## config.mk

```make
export PLATFORM = sky130hd
export DESIGN_NAME = uart_interrupt_fifo_control
export DESIGN_NICKNAME = d
export VERILOG_FILES = /design/src/rtl/uart_intr_pkg.sv /design/src/rtl/uart_interrupt_fifo_control.sv
export SDC_FILE = /design/constraint.sdc
export NUM_CORES = 1
export LEC_CHECK = 0
export ABC_AREA = 1
export CORE_ASPECT_RATIO = 0.8
export CORE_UTILIZATION = 60
export CTS_CLUSTER_SIZE = 24
export DETAILED_ROUTE_END_ITERATION = 12
export DONT_BUFFER_PORTS = 1
export PLACE_DENSITY = 0.8
export SYNTH_ARGS = -nofsm -noshare
export SYNTH_HDL_FRONTEND = slang
export SYNTH_SLANG_ARGS = --single-unit
```

## constraint.sdc

```tcl
create_clock -name ref_clk -period 6.54 [get_ports ref_clk]
set_input_delay 0.981 -clock ref_clk [delete_from_list [all_inputs] [get_ports ref_clk]]
set_output_delay 0.981 -clock ref_clk [all_outputs]
set_load 0.01 [all_outputs]
```

## src/rtl/uart_intr_pkg.sv

```systemverilog
// Constants for the UART interrupt identification and FIFO control block
package uart_intr_pkg;
    // Byte offsets of the register words
    localparam logic [5:0] OFS_DATA = 6'h00;
    localparam logic [5:0] OFS_IER = 6'h04;
    localparam logic [5:0] OFS_IDENT = 6'h08;
    localparam logic [5:0] OFS_LSTATE = 6'h14;
    localparam logic [5:0] OFS_PWREMU = 6'h30;
    // fifo_control fields
    localparam int FC_TRIG_HI = 7;
    localparam int FC_TRIG_LO = 6;
    localparam int FC_DMA = 3;
    localparam int FC_TRANSMIT_FIFO_CLEAR = 2;
    localparam int FC_RECEIVE_FIFO_CLEAR = 1;
    localparam int FC_EN = 0;
    // Interrupt enable fields
    localparam int IE_RX = 0;
    localparam int IE_TX = 1;
    localparam int IE_LS = 2;
    // line_state_reg fields
    localparam int LS_DR = 0;
    localparam int LS_OE = 1;
    localparam int LS_THRE = 5;
    localparam int LS_TEMT = 6;
    localparam int LS_ERR = 7;
    // power_emulation_control field: receiver_reset_control, 1 = receiver running
    localparam int PW_RX_RUN = 0;
    // interrupt_type_code values
    localparam logic [2:0] TYPE_NONE = 3'h0;
    localparam logic [2:0] TYPE_THRE = 3'h1;
    localparam logic [2:0] TYPE_RDA = 3'h2;
    localparam logic [2:0] TYPE_LS = 3'h3;
    localparam logic [2:0] TYPE_TO = 3'h6;
    localparam logic [1:0] FIFO_STATE_ON = 2'h3;
    localparam logic [1:0] FIFO_STATE_OFF = 2'h0;
    // Trigger levels in bytes
    localparam logic [4:0] TRIG_0 = 5'h01;
    localparam logic [4:0] TRIG_1 = 5'h04;
    localparam logic [4:0] TRIG_2 = 5'h08;
    localparam logic [4:0] TRIG_3 = 5'h0E;
    // FIFO geometry and timing
    localparam logic [4:0] FIFO_DEPTH = 5'h10;
    localparam logic [4:0] HOLD_DEPTH = 5'h01;
    localparam logic [2:0] CHAR_TIMEOUT = 3'h4;
    // Reset values
    localparam logic [1:0] TRIG_RST = 2'h0;
    localparam logic [2:0] IER_RST = 3'h0;
    localparam logic PW_RST = 1'b0;
endpackage

```

## src/rtl/uart_interrupt_fifo_control.sv

```systemverilog
// UART interrupt identification, FIFO control and FIFO counters over Avalon-MM
//
// Chosen here: the address map and the Avalon-MM slave port.
module uart_interrupt_fifo_control import uart_intr_pkg::*; (
    input wire logic ref_clk,
    input wire logic rst_b,
    input wire logic [5:0] avs_address,
    input wire logic avs_read,
    input wire logic avs_write,
    input wire logic [31:0] avs_writedata,
    output logic [31:0] avs_readdata,
    output logic avs_waitrequest,
    input wire logic rx_char_valid,
    input wire logic [7:0] rx_char_data,
    input wire logic rx_char_err,
    input wire logic char_time_tick,
    input wire logic dma_rx_read,
    output logic [7:0] rx_head_data,
    input wire logic tx_take,
    output logic [7:0] tx_data,
    output logic tx_avail,
    output logic intr_req,
    output logic dma_mode,
    output logic fifo_mode
);
    function automatic logic [4:0] trig_level(input logic [1:0] code);
        unique case (code)
            2'h0: trig_level = TRIG_0;
            2'h1: trig_level = TRIG_1;
            2'h2: trig_level = TRIG_2;
            2'h3: trig_level = TRIG_3;
        endcase
    endfunction

    logic ack_r;
    logic [31:0] readdata_r;
    logic fifo_en_r;
    logic [1:0] trig_r;
    logic dma_r;
    logic [2:0] ier_r;
    logic rx_run_r;
    logic [8:0] rx_mem [0:15];
    logic [7:0] tx_mem [0:15];
    logic [3:0] rx_wp_r, rx_rp_r, tx_wp_r, tx_rp_r;
    logic [4:0] rx_cnt_r, tx_cnt_r, err_cnt_r;
    logic [2:0] idle_r;
    logic to_r, ovr_r, thre_r;
    logic [31:0] lsr_val;
    logic [31:0] rd_mux;

    // Bus decode; one wait state per access
    wire logic [5:0] word_addr = {avs_address[5:2], 2'b00};
    wire logic sel_data = word_addr == OFS_DATA;
    wire logic sel_ier = word_addr == OFS_IER;
    wire logic sel_ident = word_addr == OFS_IDENT;
    wire logic sel_lstate = word_addr == OFS_LSTATE;
    wire logic sel_pwr = word_addr == OFS_PWREMU;
    wire logic req = avs_read | avs_write;
    wire logic acc_rd = avs_read & ack_r;
    wire logic acc_wr = avs_write & ack_r;
    wire logic wr_thr = acc_wr & sel_data;
    wire logic rd_rbr = acc_rd & sel_data;
    wire logic wr_ier = acc_wr & sel_ier;
    wire logic wr_fcr = acc_wr & sel_ident;
    wire logic rd_lsr = acc_rd & sel_lstate;
    wire logic wr_pwr = acc_wr & sel_pwr;
    assign avs_waitrequest = req & ~ack_r;
    assign avs_readdata = readdata_r;

    // FIFO control write decode
    wire logic fcr_prog = wr_fcr & fifo_en_r;
    wire logic fifo_en_nxt = wr_fcr ? avs_writedata[FC_EN] : fifo_en_r;
    wire logic mode_change = fifo_en_nxt != fifo_en_r;
    wire logic rx_clr = (fcr_prog & avs_writedata[FC_RECEIVE_FIFO_CLEAR]) | mode_change;
    wire logic tx_clr = (fcr_prog & avs_writedata[FC_TRANSMIT_FIFO_CLEAR]) | mode_change;
    wire logic [1:0] trig_nxt = fcr_prog ? avs_writedata[FC_TRIG_HI:FC_TRIG_LO] : trig_r;
    wire logic dma_nxt = fcr_prog ? avs_writedata[FC_DMA] : dma_r;
    wire logic [4:0] depth = fifo_en_r ? FIFO_DEPTH : HOLD_DEPTH;
    wire logic rx_rst_load = wr_pwr & ~avs_writedata[PW_RX_RUN];

    // Receive FIFO
    wire logic [8:0] rx_head = rx_mem[rx_rp_r];
    wire logic rx_has = rx_cnt_r != 5'h00;
    wire logic rx_in = rx_char_valid & rx_run_r;
    wire logic rx_push = rx_in & (rx_cnt_r < depth) & ~rx_clr;
    wire logic ovr_evt = rx_in & (rx_cnt_r >= depth);
    wire logic rx_pop = (rd_rbr | dma_rx_read) & rx_has & ~rx_clr;
    wire logic push_err = rx_push & rx_char_err;
    wire logic pop_err = rx_pop & rx_head[8];
    wire logic [4:0] rx_cnt_nxt = rx_clr ? 5'h00 :
        rx_cnt_r + {4'h0, rx_push} - {4'h0, rx_pop};
    wire logic [4:0] err_cnt_nxt = rx_clr ? 5'h00 :
        err_cnt_r + {4'h0, push_err} - {4'h0, pop_err};
    assign rx_head_data = rx_head[7:0];

    // Character time-out tracking
    wire logic rx_touch = rx_push | rx_pop | rx_clr | rx_rst_load;
    wire logic idle_step = char_time_tick & rx_has & (idle_r != CHAR_TIMEOUT);
    wire logic [2:0] idle_nxt = rx_touch ? 3'h0 : (idle_step ? idle_r + 3'h1 : idle_r);
    wire logic to_set = fifo_en_r & ~rx_touch & char_time_tick & rx_has &
        (idle_r == CHAR_TIMEOUT - 3'h1);
    wire logic to_clr = rx_pop | rx_push | rx_rst_load | rx_clr;
    wire logic to_nxt = to_set | (to_r & ~to_clr);

    // Overrun flag, set wins over line status read
    wire logic ovr_nxt = ovr_evt | (ovr_r & ~rd_lsr);

    // Transmit FIFO
    wire logic tx_push = wr_thr & (tx_cnt_r < depth) & ~tx_clr;
    wire logic tx_pop = tx_take & (tx_cnt_r != 5'h00) & ~tx_clr;
    wire logic [4:0] tx_cnt_nxt = tx_clr ? 5'h00 :
        tx_cnt_r + {4'h0, tx_push} - {4'h0, tx_pop};
    wire logic thre_set = ((tx_cnt_r != 5'h00) & (tx_cnt_nxt == 5'h00)) | tx_clr;
    wire logic thre_nxt = thre_set | (thre_r & ~wr_thr);
    assign tx_data = tx_mem[tx_rp_r];
    assign tx_avail = tx_cnt_r != 5'h00;

    // Interrupt sources, gating and priority
    wire logic ls_src = ovr_r | (err_cnt_r != 5'h00);
    wire logic rda_src = fifo_en_r ? (rx_cnt_r >= trig_level(trig_r)) : rx_has;
    wire logic ls_act = ls_src & ier_r[IE_LS];
    wire logic rda_act = rda_src & ier_r[IE_RX];
    wire logic to_act = to_r & ier_r[IE_RX];
    wire logic thre_act = thre_r & ier_r[IE_TX];
    wire logic any_act = ls_act | rda_act | to_act | thre_act;
    wire logic [2:0] int_type = ls_act ? TYPE_LS :
        rda_act ? TYPE_RDA :
        to_act ? TYPE_TO :
        thre_act ? TYPE_THRE : TYPE_NONE;
    wire logic interrupt_pending_n = ~any_act;
    wire logic [1:0] fifo_state = fifo_en_r ? FIFO_STATE_ON : FIFO_STATE_OFF;
    wire logic [31:0] interrupt_ident_reg = {24'h0, fifo_state, 2'b00, int_type,
        interrupt_pending_n};
    assign intr_req = any_act;
    assign dma_mode = dma_r;
    assign fifo_mode = fifo_en_r;

    always_comb begin
        lsr_val = 32'h0;
        lsr_val[LS_DR] = rx_has;
        lsr_val[LS_OE] = ovr_r;
        lsr_val[LS_THRE] = thre_r;
        lsr_val[LS_TEMT] = tx_cnt_r == 5'h00;
        lsr_val[LS_ERR] = err_cnt_r != 5'h00;
    end

    // Read mux; identification always answers the shared address
    always_comb begin
        rd_mux = 32'h0;
        if (sel_data) begin
            rd_mux = {24'h0, rx_has ? rx_head[7:0] : 8'h00};
        end else if (sel_ier) begin
            rd_mux = {29'h0, ier_r};
        end else if (sel_ident) begin
            rd_mux = interrupt_ident_reg;
        end else if (sel_lstate) begin
            rd_mux = lsr_val;
        end else if (sel_pwr) begin
            rd_mux = {31'h0, rx_run_r};
        end
    end

    always_ff @(posedge ref_clk) begin
        if (!rst_b) begin
            ack_r <= 1'b0;
            readdata_r <= 32'h0;
        end else begin
            ack_r <= req & ~ack_r;
            readdata_r <= (avs_read & ~ack_r) ? rd_mux : readdata_r;
        end
    end

    always_ff @(posedge ref_clk) begin
        if (!rst_b) begin
            fifo_en_r <= 1'b0;
            trig_r <= TRIG_RST;
            dma_r <= 1'b0;
            ier_r <= IER_RST;
            rx_run_r <= PW_RST;
        end else begin
            fifo_en_r <= fifo_en_nxt;
            trig_r <= trig_nxt;
            dma_r <= dma_nxt;
            ier_r <= wr_ier ? avs_writedata[2:0] : ier_r;
            rx_run_r <= wr_pwr ? avs_writedata[PW_RX_RUN] : rx_run_r;
        end
    end

    always_ff @(posedge ref_clk) begin
        if (!rst_b) begin
            rx_wp_r <= 4'h0;
            rx_rp_r <= 4'h0;
            rx_cnt_r <= 5'h00;
            err_cnt_r <= 5'h00;
            idle_r <= 3'h0;
            to_r <= 1'b0;
            ovr_r <= 1'b0;
        end else begin
            rx_wp_r <= rx_clr ? 4'h0 : rx_wp_r + {3'h0, rx_push};
            rx_rp_r <= rx_clr ? 4'h0 : rx_rp_r + {3'h0, rx_pop};
            rx_cnt_r <= rx_cnt_nxt;
            err_cnt_r <= err_cnt_nxt;
            idle_r <= idle_nxt;
            to_r <= to_nxt;
            ovr_r <= ovr_nxt;
        end
    end

    always_ff @(posedge ref_clk) begin
        if (!rst_b) begin
            tx_wp_r <= 4'h0;
            tx_rp_r <= 4'h0;
            tx_cnt_r <= 5'h00;
            thre_r <= 1'b1;
        end else begin
            tx_wp_r <= tx_clr ? 4'h0 : tx_wp_r + {3'h0, tx_push};
            tx_rp_r <= tx_clr ? 4'h0 : tx_rp_r + {3'h0, tx_pop};
            tx_cnt_r <= tx_cnt_nxt;
            thre_r <= thre_nxt;
        end
    end

    // Data arrays carry no reset
    always_ff @(posedge ref_clk) begin
        if (rx_push) begin
            rx_mem[rx_wp_r] <= {rx_char_err, rx_char_data};
        end
        if (tx_push) begin
            tx_mem[tx_wp_r] <= avs_writedata[7:0];
        end
    end
endmodule // uart_interrupt_fifo_control

```

# Yosys cells after proc, flatten, opt, wreduce, memory -nomap -nowiden
# Memories as Yosys holds them, arrays and structs flattened. A register that Yosys moved wholly into a read port is not among the register bits.
# Cells that the tools add are included.
classes:
  magnitude_cmp: 4
  mux: 22
  eq_ne: 10
  n_addsub: 11
  reduce_logical: 10
  bitwise_logic: 67
ops:
  columns: ["op", "n"]
  rows:
  - ["$and A1 B1 Y1", 40]
  - ["$mux W8", 5]
  - ["$pmux W5 S4", 1]
  - ["$or A1 B1 Y1", 17]
  - ["$add A4 B1 Y4", 4]
  - ["$add A5 B1 Y5", 3]
  - ["$reduce_bool A5 Y1", 3]
  - ["$sub A5 B1 Y5", 3]
  - ["$ge A5 B5 Y1", 2]
  - ["$logic_not A5 Y1", 2]
  - ["$lt A5 B5 Y1", 2]
  - ["$mux W5", 2]
  - ["$not A1 Y1", 10]
  - ["$mux W3", 3]
  - ["$mux W1", 8]
  - ["$mux W4", 2]
  - ["$logic_not A6 Y1", 1]
  - ["$reduce_or A2 Y1", 3]
  - ["$eq A2 B2 Y1 const B", 2]
  - ["$eq A4 B1 Y1 const B", 1]
  - ["$eq A4 B2 Y1 const B", 1]
  - ["$eq A4 B3 Y1 const B", 1]
  - ["$eq A4 B4 Y1 const B", 1]
  - ["$add A3 B1 Y3 const B", 1]
  - ["other kinds (6)", 6]
word_totals:
  mem_count: 2
  mem_bits_rw: 272
  out_inout_bits: 53
  reg_bits: 78
  word_cells: 144
  in_bits: 55
memory_table:
  columns: ["name", "words", "width", "read_ports", "rd_clocked_by_memory_dff", "wr", "line", "text"]
  rows:
  - ["rx_mem", 16, 9, 1, 1, 1, "uart_interrupt_fifo_control.sv:42", "logic [8:0] rx_mem [0:15];"]
  - ["tx_mem", 16, 8, 1, 1, 1, "uart_interrupt_fifo_control.sv:43", "logic [7:0] tx_mem [0:15];"]

# Logic depth before layout (Yosys ltp)
logic_depth:
  ltp_word: 16
  depth_mapped: 26
  ltp_nobuf: 26

# Worst setup path before layout
# Ideal clock, no wire load.
synth_timing:
  path_kind: "input port to flip-flop"
  from: "in avs_address[5]"
  to: "reg err_cnt_r[4]"
  slack_ns: 3.229
  arrival_ns: 3.198
  setup_time_ns: 0.113
  cell_stages: 25
  path_buffers: 0
  path_cell_list: "nor2_4 nand2_2 nor2_4 inv_2 nor2_4 nand2_1 o21ai_2 inv_2 nand2_4 inv_6 nand2_4 inv_1 nand2_1 ha_1 inv_1 ha_1 inv_1 fa_1 inv_1 a21oi_1 nor2_1 nor2_1 xor2_1 inv_1 nor2_1"
synth_via:
  elab_chain_len: 10
synth_lines:
  columns: ["item", "line", "text"]
  rows:
  - ["start: declaration", "uart_interrupt_fifo_control.sv:7", "input wire logic [5:0] avs_address,"]
  - ["$eq A4 B2 Y1", "uart_interrupt_fifo_control.sv:55", "wire logic sel_ident = word_addr == OFS_IDENT;"]
  - ["$and A1 B1 Y1", "uart_interrupt_fifo_control.sv:64", "wire logic wr_fcr = acc_wr & sel_ident;"]
  - ["$and A1 B1 Y1 / $mux W1 (equally long branches)", "uart_interrupt_fifo_control.sv:71, uart_interrupt_fifo_control.sv:72", null]
  - ["$and A1 B1 Y1 / $ne A1 B1 Y1 (equally long branches)", "uart_interrupt_fifo_control.sv:74, uart_interrupt_fifo_control.sv:73", null]
  - ["$or A1 B1 Y1", "uart_interrupt_fifo_control.sv:74", "wire logic rx_clr = (fcr_prog & avs_writedata[FC_RECEIVE_FIFO_CLEAR]) | mode_change;"]
  - ["$not A1 Y1", "uart_interrupt_fifo_control.sv:85, uart_interrupt_fifo_control.sv:87", null]
  - ["$and A1 B1 Y1", "uart_interrupt_fifo_control.sv:85", "wire logic rx_push = rx_in & (rx_cnt_r < depth) & ~rx_clr;"]
  - ["$and A1 B1 Y1", "uart_interrupt_fifo_control.sv:88", "wire logic push_err = rx_push & rx_char_err;"]
  - ["$add A5 B1 Y5", "uart_interrupt_fifo_control.sv:93", "err_cnt_r + {4'h0, push_err} - {4'h0, pop_err};"]
  - ["$sub A5 B1 Y5", "uart_interrupt_fifo_control.sv:93", null]
  - ["end signal: assignment", "uart_interrupt_fifo_control.sv:202", "err_cnt_r <= err_cnt_nxt;"]
  - ["end: declaration", "uart_interrupt_fifo_control.sv:45", "logic [4:0] rx_cnt_r, tx_cnt_r, err_cnt_r;"]
# Several ways; a longest one is shown, not always the timed one.
# A chain may end at the register's enable or synchronous reset.

==> impl_metrics.yaml <==
setup_path:
  worst-setup-path-type: "flop to primary output"
  cp-end-kind: "primary output"
  arrival_ns: 2.81
  startpoint_type: "flop"
  critPathRequiredTime_ns: 5.56
  cp_max_fo: 42
floorplanning:
  core_sq_um: 23400
  initial_core_util_pct: 61.1
  rows: 50
  die_x_um: 175
  die_area_sq_um: 24500
  ios: 108
  die_h_um: 140
timing:
  period_share_pct: 57.9
  hold_ws_ns: 0.478
  timing.fmax_mhz: 264
  setup_violations: 0
  maxSlewHeadroom_pct: 23.2
  worstMarginPinSlew_ns: 1.15
  rsz0062_at_grt: "no"
  fin_skew_ns: 0.0121
  period_minus_slack_ns: 3.79
  final-hold-violation-count: 0
  final_max_slew_viol_count: 0
  final.setup.tns_ns: 0
yosys:
  synth-edff-count: 272
  yosys.area.top_type: "edfxtp_1"
  synth-compound-area-share_pct: 10.8
  ys_async_sr_fraction_pct: 0
  synth_fa_ha_area_share_pct: 4.01
  synthCells: 1260
  synth-xor-area-share_pct: 0.980
  synth_top_area_share_pct: 57.1
  synthMuxAreaShare_pct: 2.39
  synthesis.area_sq_um: 14300
  synth_area_leaders: "edfxtp_1 57%, dfxtp_1 7.6%, nor2_1 4.3%"
  ys_types: 48
  synthSimpleGateAreaFrac_pct: 10.7
  ys.flop_type: "edfxtp_1"
  yosys_register_bits: 326
  synth_top_family_by_area: "compound AO/OA/AOI/OAI gates"
  yosysWarningCount: 0
  synth_area_per_cell_sq_um: 11.4
  yosysSeqAreaShare_pct: 64.7
worst_hold_path:
  min_path_type: "flop to flop"
place:
  place.gp.congestion: 0.881
  dp_hpwl_um: 19400
  port_buffers: 0
clock_network:
  clock_latency_ns: 0.56
  post_cts_buffers: 0
  clock-sinks: 326
  cts_max_level: 1
  hold_buffers: 0
  cts_tree: "done"
  cts-root-buf: "clkbuf_16"
  cts.clk_slew.worst_paths_ns: 0.06
  cts_buffers: 31
  cts-resized-gates: 0
  cts_buffer_depth: 3
run_status:
  status: "completed"
global_route:
  grt_overflow: 0
  grt_antenna_before_repair: 0
  grt.total_usage_pct: 24.9
  grt_pass1_vias: 8685
  grt_max_degree: 98
  grt_pass1_wl_um: 46900
drt:
  avgViaCountPerCell: 5.77
  wl_per_cell_um: 19.0
  first_pass_iters: 6
  drt-initial-drc-count: 878
  wirelength_um: 30400
  remaining_drc_errors: 0
  ant_nets: 0
  num_vias: 9221
power_and_ir_drop:
  power_leakage_nw: 5.54
  p_per_area_nw_per_um2: 350
  vdd_drop_max_v: 0.000269
cells_and_area:
  area_growth_pct: 8.28
  antennaDiodeCount: 0
  finish.utilization_pct: 66.2
  drive_above_1_share_pct: 6.76
  final_nets: 1361
flow_run:
  drv_cap: 0
-- metal layers --
| metal | global-route usage, % | vias up | share of wire, % | routed length (um) |
|---|---|---|---|---|
| met3 | 5.37 | 70 | 8.9 | 2700 |
| met1 | 34.9 | 4376 | 43 | 13000 |
| met2 | 39.1 | 398 | 45 | 13800 |
| li1 | - | 4377 | - | - |
| met4 | 8.10 | 0 | 3.0 | 910 |
| met5 | 0 | - | 0 | 0 |
-- Yosys cell counts, types with 2 or more instances --
library cell and number:
nand2_2 2, clkbuf_1 28, dfxtp_1 54, xor2_1 11
or2_2 2, mux2i_1 33, nand3_1 53, nor2_4 3
a21boi_1 2, a31oi_1 2, inv_2 5, o211ai_1 51
nand2_1 104, buf_2 21, inv_1 126, o221ai_1 5
a221oi_1 3, nand2_4 3, clkinv_1 2, o21ai_1 5
nor3_2 2, buf_1 2, nor2_1 163, nand4_1 4
fa_1 3, o21ai_0 113, ha_1 41, buf_4 25
nor3_1 20, o21bai_1 4, a21oi_1 76, xnor2_1 5
edfxtp_1 272
-- path summary, 6_finish.rpt --
check	slack, ns	end	depth (start not counted)	startpoint
worst max-delay path	2.75	rx_head_data[5]	8	rx_rp_r[0]
worst min-delay path	0.48	rx_run_r	2	rx_run_r
worst min register to register	0.48	rx_run_r	2	rx_run_r
worst max register to register	2.92	err_cnt_r[4]	19	rx_rp_r[1]
-- through the flow --
step / cells / power, W / instance area, sq um / worst slack, ns
finish: 1599 / 0.00542 / 15500 / 2.75
global route: 1599 / 0.00568 / 15500 / 2.61
CTS: 1599 / 0.00543 / 15500 / 2.78
detailed placement: 1541 / 0.00375 / 14500 / 2.89
global placement: 1541 / 0.00369 / 14500 / 2.93
floorplan: 1283 / 0.00346 / 14400 / 3.23
-- layout by cell type, fill, tap and decap left out, types with 5 or more instances in the layout --
cell type    n
a21oi_1     76
buf_4       23
clkbuf_1    13
clkbuf_16   31
clkinv_1     7
conb_1      24
dfxtp_1     52
edfxtp_1   272
ha_1        41
inv_1      126
inv_2        5
mux2i_1     33
nand2_1    104
nand3_1     53
nor2_1     163
nor3_1      20
o211ai_1    51
o21ai_0    113
o21ai_1      5
o221ai_1     5
xnor2_1      5
xor2_1      11
-- logic make-up (layout without fill, tap and decap cells) --
kind of cell    Yosys count  count (layout)
compound gates          268             268
flops                   326             326
other cells               1              24
simple gates            360             360
mux                      34              34
xor+xnor                 16              16
buf+inv                 211             215
fa+ha+maj                44              44
-- report_power, final --
group,internal [W],switching [W],leakage (nW)
Combinational,0.000467,0.000810,2.20
Sequential,0.00231,0.000153,2.88
Clock,0.000954,0.000731,0.450
Total,0.00373,0.00169,5.54
-- state kept, by name, summed over array words and instances (netlist names), 2 cells and up --
| register | cells |
|---|---|
| rx_mem | 144 |
| tx_mem | 128 |
| avs_readdata | 8 |
| err_cnt_r | 5 |
| rx_cnt_r | 5 |
| tx_cnt_r | 5 |
| rx_rp_r | 4 |
| rx_wp_r | 4 |
| tx_rp_r | 4 |
| tx_wp_r | 4 |
| idle_r | 3 |
| ier_r | 3 |
| trig_r | 2 |
-- layout make-up --
type	instances	area, sq um
Multi-Input combinational cell	746	4220
Inverter	134	508
Tap cell	312	390
Sequential cell	326	9250
Clock buffer	44	825
Fill cell	1652	7910
Timing Repair Buffer	23	173
Clock inverter	14	123
-- worst max-delay path: stages (launching register included) --
cell      delay [ns]
dfxtp_2         0.43
inv_2           0.60
buf_4           0.40
nor2_1          0.07
nor2_1          0.08
o21ai_1         0.09
o211ai_1        0.14
nand3_1         0.15
nand2_1         0.25
(Power assumes the default switching activity.)
